===== src/design/root_ctx_defs.vh =====
// Register offsets, field positions and timing constants for the root pointer and context block.
`ifndef ROOT_CTX_DEFS_VH
`define ROOT_CTX_DEFS_VH

// Register byte offsets; each 64-bit register is two 32-bit words.
`define OFF_ROOT_LO      8'h20
`define OFF_ROOT_HI      8'h24
`define OFF_CTX_LO       8'h28
`define OFF_CTX_HI       8'h2C
`define OFF_CTRL         8'h30
`define OFF_STATUS       8'h34

// Field positions inside the 32-bit words.
`define ROOT_LO_BASE_MSB 31
`define ROOT_LO_BASE_LSB 12
`define ROOT_LO_MODE_MSB 11
`define ROOT_LO_MODE_LSB 10
`define CTX_HI_ICC       31
`define CTX_HI_REQ_MSB   30
`define CTX_HI_REQ_LSB   29
`define CTX_HI_ACT_MSB   28
`define CTX_HI_ACT_LSB   27
`define CTX_HI_FM_MSB    1
`define CTX_HI_FM_LSB    0
`define CTX_LO_SID_MSB   31
`define CTX_LO_SID_LSB   16

// Control register bits.
`define CTRL_SET_ROOT_POINTER_CMD        0
`define CTRL_WRITE_BUFFER_FLUSH_REQUIRED        1

// Encodings.
`define MODE_LEGACY      2'b00
`define GRAN_NONE        2'b00

// Host address width and reset values.
`define HOST_ADDRESS_WIDTH              48
`define ROOT_HI_W        16
`define ZERO32           32'h0000_0000
`define ZERO2            2'b00
`define ZERO20           20'h0_0000

// Cycle counts for the flush and invalidation work.
`define FLUSH_CYCLES     4'h4
`define INVAL_CYCLES     4'h8
`define CNT_ONE          4'h1
`define CNT_ZERO         4'h0

`endif


===== src/design/root_pointer_context_invalidation.v =====
// Root table base register and context command register of a DMA-remapping unit.
// Operation
// - Root table base sits in bits 63:12, page-aligned 4KB root table.
// - Root base bits at and above host address width are unimplemented, read zero.
// - Programmed base and mode affect nothing until the set-root-pointer command.
// - Mode bits 11:10: 00 legacy, 01 scalable, 10 and 11 reserved.
// - Writing top byte with invalidate bit 63 set starts context-cache invalidation.
// - On completion clear invalidate bit and report actual granularity together.
// - When write-buffer flush is required, flush before invalidating.
// - With non-legacy mode, ignore request and report actual granularity 00.
// - Requested granularity bits 62:61: 01 global, 10 domain, 11 device.
// - Actual granularity bits 60:59: 00 ignored, else performed granularity.
// - Write-only function mask bits 33:32 mask source-id function bits.
// - Write-only source-id bits 31:16 name device target; reads undefined.
//
// Strobed register access was decided locally.
`timescale 1ns/1ps
`default_nettype none
`include "root_ctx_defs.vh"

module root_pointer_context_invalidation
(
  input  wire        sys_clk,
  input  wire        reset_n,
  input  wire [7:0]  reg_addr,
  input  wire [31:0] reg_wdata,
  input  wire        reg_write,
  input  wire        reg_read,
  input  wire [3:0]  reg_byte_en,
  output reg  [31:0] reg_rdata,
  output reg  [63:0] active_root_base,
  output reg  [1:0]  active_mode,
  output reg         buffer_flush,
  output reg         cache_inval,
  output reg  [1:0]  inval_granularity,
  output reg  [15:0] inval_source_id,
  output reg  [1:0]  inval_function_mask
);

  ////////////////////////////////////////////////////////////////////////////
  // States of the invalidation sequencer, one-hot.
  localparam [3:0] ST_IDLE  = 4'b0001;
  localparam [3:0] ST_FLUSH = 4'b0010;
  localparam [3:0] ST_INVAL = 4'b0100;
  localparam [3:0] ST_DONE  = 4'b1000;

  // Programmed root pointer fields.
  reg [19:0]             root_base_lo;
  reg [`ROOT_HI_W-1:0]   root_base_hi;
  reg [1:0]              root_mode;
  // Context command fields.
  reg                    invalidate_context_cache;
  reg [1:0]              requested_granularity;
  reg [1:0]              actual_granularity;
  reg [15:0]             source_id_field;
  reg [1:0]              function_mask;
  reg                    write_buffer_flush_required;
  // Sequencer.
  reg [3:0]              state;
  reg [3:0]              count;
  reg [3:0]              next_state;

  // Decodes one register offset against the bus address.
  function hit;
    input [7:0] addr;
    input [7:0] offset;
    begin
      hit = (addr == offset);
    end
  endfunction

  wire wr_root_lo = reg_write && hit(reg_addr, `OFF_ROOT_LO);
  wire wr_root_hi = reg_write && hit(reg_addr, `OFF_ROOT_HI);
  wire wr_ctx_lo  = reg_write && hit(reg_addr, `OFF_CTX_LO);
  wire wr_ctx_hi  = reg_write && hit(reg_addr, `OFF_CTX_HI);
  wire wr_ctrl    = reg_write && hit(reg_addr, `OFF_CTRL);
  // A start needs the uppermost byte written with the invalidate bit set.
  wire start = wr_ctx_hi && reg_byte_en[3] && reg_wdata[`CTX_HI_ICC]
               && (state == ST_IDLE);
  wire legacy = (active_mode == `MODE_LEGACY);

  ////////////////////////////////////////////////////////////////////////////
  // Root pointer register writes; only bits below host address width are kept.
  always @(posedge sys_clk or negedge reset_n)
  begin
    if (!reset_n)
    begin
      root_base_lo <= `ZERO20;
      root_base_hi <= {`ROOT_HI_W{1'b0}};
      root_mode    <= `ZERO2;
    end
    else
    begin
      if (wr_root_lo)
      begin
        root_base_lo <= reg_wdata[`ROOT_LO_BASE_MSB:`ROOT_LO_BASE_LSB];
        root_mode    <= reg_wdata[`ROOT_LO_MODE_MSB:`ROOT_LO_MODE_LSB];
      end
      if (wr_root_hi)
        root_base_hi <= reg_wdata[`ROOT_HI_W-1:0];
    end
  end

  ////////////////////////////////////////////////////////////////////////////
  // Active copies load only when software issues the set-root-pointer command.
  always @(posedge sys_clk or negedge reset_n)
  begin
    if (!reset_n)
    begin
      active_root_base <= {64'h0000_0000_0000_0000};
      active_mode      <= `ZERO2;
    end
    else if (wr_ctrl && reg_wdata[`CTRL_SET_ROOT_POINTER_CMD])
    begin
      active_root_base <= {{(64-`HOST_ADDRESS_WIDTH){1'b0}}, root_base_hi, root_base_lo,
                           12'h000};
      active_mode      <= root_mode;
    end
  end

  ////////////////////////////////////////////////////////////////////////////
  // Context command fields and the write-buffer flush requirement.
  always @(posedge sys_clk or negedge reset_n)
  begin
    if (!reset_n)
    begin
      source_id_field             <= 16'h0000;
      function_mask               <= `ZERO2;
      requested_granularity       <= `ZERO2;
      write_buffer_flush_required <= 1'b0;
    end
    else
    begin
      if (wr_ctx_lo && state == ST_IDLE)
        source_id_field <= reg_wdata[`CTX_LO_SID_MSB:`CTX_LO_SID_LSB];
      if (wr_ctx_hi && state == ST_IDLE)
      begin
        function_mask         <= reg_wdata[`CTX_HI_FM_MSB:`CTX_HI_FM_LSB];
        requested_granularity <= reg_wdata[`CTX_HI_REQ_MSB:`CTX_HI_REQ_LSB];
      end
      if (wr_ctrl)
        write_buffer_flush_required <= reg_wdata[`CTRL_WRITE_BUFFER_FLUSH_REQUIRED];
    end
  end

  ////////////////////////////////////////////////////////////////////////////
  // Next state of the invalidation sequencer.
  always @*
  begin
    next_state = state;
    case (state)
      ST_IDLE:
        if (start)
        begin
          if (!legacy)
            next_state = ST_DONE;
          else if (write_buffer_flush_required)
            next_state = ST_FLUSH;
          else
            next_state = ST_INVAL;
        end
      ST_FLUSH:
        if (count == `CNT_ONE)
          next_state = ST_INVAL;
      ST_INVAL:
        if (count == `CNT_ONE)
          next_state = ST_DONE;
      ST_DONE:
        next_state = ST_IDLE;
      default:
        next_state = ST_IDLE;
    endcase
  end

  ////////////////////////////////////////////////////////////////////////////
  // Sequencer registers, invalidate bit, outputs to the cache.
  always @(posedge sys_clk or negedge reset_n)
  begin
    if (!reset_n)
    begin
      state                    <= ST_IDLE;
      count                    <= `CNT_ZERO;
      invalidate_context_cache <= 1'b0;
      actual_granularity       <= `GRAN_NONE;
      buffer_flush             <= 1'b0;
      cache_inval              <= 1'b0;
      inval_granularity        <= `GRAN_NONE;
      inval_source_id          <= 16'h0000;
      inval_function_mask      <= `ZERO2;
    end
    else
    begin
      state        <= next_state;
      buffer_flush <= 1'b0;
      cache_inval  <= 1'b0;
      if (count != `CNT_ZERO)
        count <= count - `CNT_ONE;
      if (start)
        invalidate_context_cache <= 1'b1;
      if (next_state == ST_FLUSH && state == ST_IDLE)
      begin
        buffer_flush <= 1'b1;
        count        <= `FLUSH_CYCLES;
      end
      if (next_state == ST_INVAL && state != ST_INVAL)
      begin
        cache_inval         <= 1'b1;
        count               <= `INVAL_CYCLES;
        inval_granularity   <= start ? reg_wdata[`CTX_HI_REQ_MSB:`CTX_HI_REQ_LSB]
                                     : requested_granularity;
        inval_source_id     <= source_id_field;
        inval_function_mask <= start ? reg_wdata[`CTX_HI_FM_MSB:`CTX_HI_FM_LSB]
                                     : function_mask;
      end
      if (state == ST_DONE)
      begin
        invalidate_context_cache <= 1'b0;
        // Granularity performed equals the one requested; reserved 00 counts as none.
        actual_granularity <= legacy ? requested_granularity : `GRAN_NONE;
      end
    end
  end

  ////////////////////////////////////////////////////////////////////////////
  // Read data, valid in the cycle after the read strobe; unmapped reads are zero.
  always @(posedge sys_clk or negedge reset_n)
  begin
    if (!reset_n)
      reg_rdata <= `ZERO32;
    else if (reg_read)
    begin
      case (reg_addr)
        `OFF_ROOT_LO: reg_rdata <= {root_base_lo, root_mode, 10'h000};
        `OFF_ROOT_HI: reg_rdata <= {{(32-`ROOT_HI_W){1'b0}}, root_base_hi};
        `OFF_CTX_LO:  reg_rdata <= `ZERO32;
        `OFF_CTX_HI:  reg_rdata <= {invalidate_context_cache, requested_granularity,
                                    actual_granularity, 27'h000_0000};
        `OFF_CTRL:    reg_rdata <= {31'h0000_0000, write_buffer_flush_required} << 1;
        `OFF_STATUS:  reg_rdata <= {28'h000_0000, state};
        default:      reg_rdata <= `ZERO32;
      endcase
    end
    else
      reg_rdata <= `ZERO32;
  end

endmodule // root_pointer_context_invalidation
`default_nettype wire


===== config.mk =====
export PLATFORM = sky130hd
export DESIGN_NAME = root_pointer_context_invalidation
export DESIGN_NICKNAME = d
export VERILOG_FILES = /design/src/design/root_pointer_context_invalidation.v
export VERILOG_INCLUDE_DIRS = /design/src /design/src/design
export SDC_FILE = /design/constraint.sdc
export NUM_CORES = 1
export LEC_CHECK = 0
export ABC_AREA = 1
export ABC_CLOCK_PERIOD_IN_PS = 2100
export BUFFER_PORTS_ARGS = -buffer_cell sky130_fd_sc_hd__buf_2
export CAP_MARGIN = 20
export CORE_UTILIZATION = 53
export DETAILED_ROUTE_END_ITERATION = 8
export PLACE_DENSITY_LB_ADDON = 0.08
export SLEW_MARGIN = 10
export SYNTH_ARGS = -nofsm -noshare
export SYNTH_HDL_FRONTEND = slang
export SYNTH_SLANG_ARGS = --single-unit

===== constraint.sdc =====
create_clock -name sys_clk -period 2.1 [get_ports sys_clk]
set_input_delay 0.105 -clock sys_clk [delete_from_list [all_inputs] [get_ports sys_clk]]
set_output_delay 0.105 -clock sys_clk [all_outputs]
set_load 0.02 [all_outputs]

After elaboration in Yosys (flattened, before gate mapping). Index checks and enable logic that the tools add are counted.

Input port bits: 48. Bits in writable memories: 0. Output and inout bits: 120. Memories: 0. Register bits: 162. Logic and storage cells: 69. Bits in latches: 0. Bits in read-only memories: 0.

$lt $le $gt $ge: 0. Eq/ne operators: 14. Add/subtract/negate cells: 1. Div/mod/pow operators: 0. Multiply operators: 0. Reduce and logical (&&, ||, !) cells: 17. Shift operators: 0. Bitwise gates (word level): 0. Multiplexer cells: 18.

Operators by type and width (count): $pmux W32 S5 (1); $eq A8 B6 Y1 const B (6); $mux W32 (1); $mux W4 (7); $logic_and A1 B1 Y1 (13); $pmux W4 S3 (1); $eq A4 B1 Y1 const B (2); $eq A4 B2 Y1 const B (2); $eq A4 B3 Y1 const B (2); $mux W2 (3); $eq A4 B4 Y1 const B (1); $mux W1 (4); $ne A4 B3 Y1 const B (1); $reduce_bool A4 Y1 (1); $sub A4 B1 Y4 const B (1); $mux W3 (1); $reduce_bool A3 Y1 (1); $logic_not A2 Y1 (1); $reduce_bool A2 Y1 (1).

Logic depth before layout (Yosys ltp).
Depth after elaboration: 11. Gate-level depth with buffers: 12. Depth with buffers taken out: 11.

Worst setup path before layout. OpenSTA, ideal clock, no wires.

Path kind: reg2reg. Start point: register state[0]. End point: register inval_function_mask[0]. Clock period less this slack: 1.557 ns. Data required time: 1.984 ns. Path buffers: 1. Path slack: 0.543 ns. Data arrival time: 1.441 ns. Cell stages (with the launch flop): 11. Setup time: 0.116 ns. Cells stage by stage: dfstp_2 inv_1 nand4_1 inv_1 o21ai_0 nand2_2 nand2_4 inv_2 buf_6 nand2_1 nand2_1.

Longest elaborated chain between the ends: 6. Elaborated cells on any way between the ends: 12. Classes of those cells: eq/ne (5); mux (5); reduce/logical (2).

RTL lines: start: declaration (RTL line root_pointer_context_invalidation.v:59) `reg [3:0] state;`; start signal: assignment (RTL line root_pointer_context_invalidation.v:193) `state <= next_state;`; $eq A4 B1 Y1 (RTL line root_pointer_context_invalidation.v:79, root_pointer_context_invalidation.v:151); $logic_and A1 B1 Y1 (RTL line root_pointer_context_invalidation.v:78) `` wire start = wr_ctx_hi && reg_byte_en[3] && reg_wdata[`CTX_HI_ICC] ``; $mux W4 (RTL line root_pointer_context_invalidation.v:153) `if (start)`; $pmux W4 S3 * (RTL line root_pointer_context_invalidation.v:151) `case (state)`; named net next_state[2] (RTL line root_pointer_context_invalidation.v:61) `reg [3:0] next_state;`; $eq A4 B3 Y1 * (RTL line root_pointer_context_invalidation.v:205) `if (next_state == ST_INVAL && state != ST_INVAL)`; $logic_and A1 B1 Y1 * (RTL line root_pointer_context_invalidation.v:205); end signal: assignment (RTL line root_pointer_context_invalidation.v:189) `` inval_function_mask <= `ZERO2; ``; end signal: assignment (RTL line root_pointer_context_invalidation.v:212) `` inval_function_mask <= start ? reg_wdata[`CTX_HI_FM_MSB:`CTX_HI_FM_LSB] ``; end: declaration (RTL line root_pointer_context_invalidation.v:37) `output reg [1:0] inval_function_mask`.

The timed path passes the listed nets; every way through them passes the cells marked *. A chain may end at the register's enable or synchronous reset.

Worst setup path in the final report.
Start point: register state[0]. End point: register inval_function_mask[1].

The elaborated chain is that of the path after synthesis.

==> flow_summary.json <==
{
  "fin_util_pct": 68.94,
  "buffer_ports.inserted": 136,
  "met2_length_mm": 6.608,
  "yosys_most_used_dff": "dfrtp_1",
  "p_int_w": 0.005863,
  "cts_tree": "built",
  "whs_path_depth": 3,
  "grt_start_max_net_pins": 62,
  "cts_resized": 0,
  "clkPwrFrac_pct": 41.3,
  "gp_congestion": 0.8420,
  "fmax_mhz": 541.6,
  "grt_first_pass_wirelength_mm": 23.45,
  "drive_above_1_share_pct": 24.25,
  "ctsRootBufferMaster": "clkbuf_16",
  "core_area_sq_um": 12060,
  "synth_seq_cells": 162,
  "die_area_sq_um": 12870,
  "synth_area_sq_um": 6584,
  "seqPwrFrac_pct": 44.0,
  "htreeDepth": 4,
  "vias_per_cell": 4.858,
  "ioPinCount": 168,
  "start_util_pct": 54.59,
  "rsz0062_at_grt": "no",
  "clkLatencyLatePin_ns": 0.42,
  "cts_num_sinks": 162,
  "cp_max_fo": 21,
  "synth_warnings": 0,
  "cts_buffers": 17,
  "synth_largest_area_cell": "dfrtp_1",
  "avgSynthCellArea_sq_um": 10.18,
  "hold_viol": 0,
  "reg2reg_depth": 10,
  "grt_pass1_vias": 4871,
  "num_vias": 4863,
  "grt_use_total_pct": 23.70,
  "die_w_um": 113.5,
  "cp-end-kind": "flop",
  "drt-total-wl_mm": 14.05,
  "detail_route.wl_per_cell_um": 14.04,
  "drt_iter0_markers": 295,
  "crit_path_start_kind": "flop",
  "n_antenna_cell": 0,
  "ys_types": 34,
  "detail-route-antenna-nets": 0,
  "grt_overflow": 0,
  "drv_cap": 0,
  "finalCritPeriodShare_pct": 87.92,
  "nNetsFinal": 871,
  "hold_class": "in -> reg",
  "clkTransAtPathRegs_ns": 0.06,
  "synth_top_area_share_pct": 61.19,
  "required_ns": 2.46,
  "final.setup.tns_ns": 0,
  "seq_area_frac_synth_pct": 61.59,
  "status": "finished, final reports clean",
  "synthCells": 647,
  "rows": 40,
  "route.met3.wl_um": 852,
  "clock_skew_ns": 0.01087,
  "drt-met1-wl_mm": 6.281,
  "worstPathArrival_ns": 2.21,
  "firstDrtPassIters": 4,
  "p_per_area_nw_per_um2": 964.3,
  "path_class": "reg -> reg",
  "worst_pin_slew_ns": 0.6432,
  "antenna_found_initial": 0,
  "die_y_um": 113.5,
  "clock_path_buffers": 2,
  "timing.reg2reg.setup_slack_ns": 0.25,
  "p_comb_share_pct": 14.6,
  "synth-async-reset-ratio_pct": 100.0,
  "netSwitchingPower_w": 0.002156,
  "hpwl_mm": 9.315,
  "drcViolationCount": 0,
  "relSlewSlack_pct": 56.73,
  "p_sw_share_pct": 26.89,
  "setup_viol": 0,
  "p_leak_nw": 4.510,
  "synth-edff-count": 0,
  "max-vdd-ir-drop_mv": 0.5849,
  "post-route-min-period_ns": 1.846,
  "highest_layer": "met4",
  "syn_to_final_growth_pct": 26.30,
  "synth_top_cells_by_area": "dfrtp_1 61%, nand2_1 9.0%, o21ai_0 4.8%, buf_4 3.6%, inv_1 3.4%",
  "finalMaxSlewViolations": 0
}
## power groups by stage
stage	clock (W)	combinational, W	sequential, W
floorplan	0	0.000661	0.00371
global placement	0	0.00109	0.00357
detailed placement	0	0.00114	0.00358
CTS	0.00337	0.00119	0.00353
global route	0.00348	0.00133	0.00356
finish	0.00332	0.00117	0.00353
## registers in the layout (all words and copies together) (netlist names)
signal                       cells
active_root_base                36
reg_rdata                       32
root_base_lo                    20
inval_source_id                 16
root_base_hi                    16
source_id_field                 16
count                            4
state                            4
active_mode                      2
actual_granularity               2
function_mask                    2
inval_function_mask              2
inval_granularity                2
requested_granularity            2
root_mode                        2
buffer_flush                     1
cache_inval                      1
invalidate_context_cache         1
write_buffer_flush_required      1
## synth_stat cells (2+ instances only)
cell type / number
clkbuf_1: 10
or2_2: 2
nor2_4: 2
nor2_2: 4
o21ai_0: 63
mux2_1: 18
o21ai_1: 2
buf_4: 32
buf_2: 4
a32o_1: 6
nand2_1: 158
nand2_2: 4
nand2_4: 2
nor2_1: 40
xor2_1: 2
inv_1: 59
nor4_1: 2
inv_2: 2
o21a_1: 17
nand3b_1: 2
ha_1: 3
dfrtp_1: 161
nor3_1: 2
nand3_1: 10
a21oi_1: 16
nand4_1: 9
buf_6: 4
mux2_2: 5
## repair_timing
action                                  CTS  global route
endpoints found under the setup margin    0             0
endpoints found under the hold margin   109             0
buffers inserted                          0             0
hold buffers                             31             0
## final timing paths
| path | to | startpoint |
|---|---|---|
| hold / removal | write_buffer_flush_required | reg_write |
| setup / recovery | inval_function_mask[1] | state[0] |
| setup reg to reg | inval_function_mask[1] | state[0] |
| min in group asynchronous | active_root_base[35] | reset_n |
| hold reg to reg | inval_source_id[3] | inval_source_id[3] |
| max in group asynchronous | state[0] | reset_n |
## area by class of cell
| class | count | area [sq um] |
|---|---|---|
| flip-flops and latches | 162 | 4055 |
| inverters | 61 | 229.0 |
| fillers | 950 | 3746 |
| clock buffers | 21 | 470.5 |
| well taps | 168 | 210.2 |
| repair buffers | 178 | 1130 |
| multi-input cells | 400 | 2043 |
| clock inverters | 11 | 177.7 |
## cell usage in the layout (no fill, tap or decap), drive strengths merged
cell type,n
a21oi,16
a32o,6
buf,147
bufinv,4
clkbuf,21
clkinv,4
clkinvlp,3
conb,28
dfrtp,161
dfstp,1
dlygate4sd3,31
ha,3
inv,61
mux2,23
nand2,164
nand3,10
nand3b,2
nand4,9
nor2,47
nor3,3
nor4,2
o21a,17
o21ai,65
or2,3
xor2,2
## through the flow
stage / cells / total power [W] / setup WS (ns) / hold WS (ns) / area (sq um)
2_1_floorplan: 674 / 0.004373 / 0.5428 / -0.1906 / 6685
3_3_place_gp: 938 / 0.004669 / 0.3153 / 0.1085 / 7357
3_5_place_dp: 938 / 0.004716 / 0.2704 / 0.1149 / 7357
4_1_cts: 1001 / 0.008088 / 0.2314 / 0.02925 / 8315
5_1_grt: 1001 / 0.008369 / 0.05574 / 0.04643 / 8315
6_report: 1001 / 0.008019 / 0.2537 / 0.04539 / 8315
## critical path, cell delays in order (launching register included)
cell     delay (ns)
dfstp_2        0.53
inv_1          0.07
nor2_1         0.09
nand2_1        0.10
nor2_2         0.19
nand4_1        0.12
nand2_2        0.11
nand2_4        0.08
inv_2          0.31
nand2_1        0.11
nand2_1        0.07
## routing by layer
layer	global-route usage [%]	up-vias
met5	0	-
met3	6.854	22
met1	31.06	2304
met4	8.421	0
li1	-	2362
met2	38.00	175
## kinds of logic (layout without fill, tap and decap cells)
kind of cell,Yosys count,in the layout,share of synthesized area (%)
adder cells (fa/ha/maj),3,3,0.5702
AND/OR/NAND/NOR,240,240,15.66
multiplexers,23,23,3.934
other,1,28,0.05696
flip-flops,162,162,61.59
buffers and inverters,112,271,8.913
XOR/XNOR,2,2,0.2661
AO/OA/AOI/OAI,104,104,9.008
Note: power is estimated with default switching activity, not from simulation.
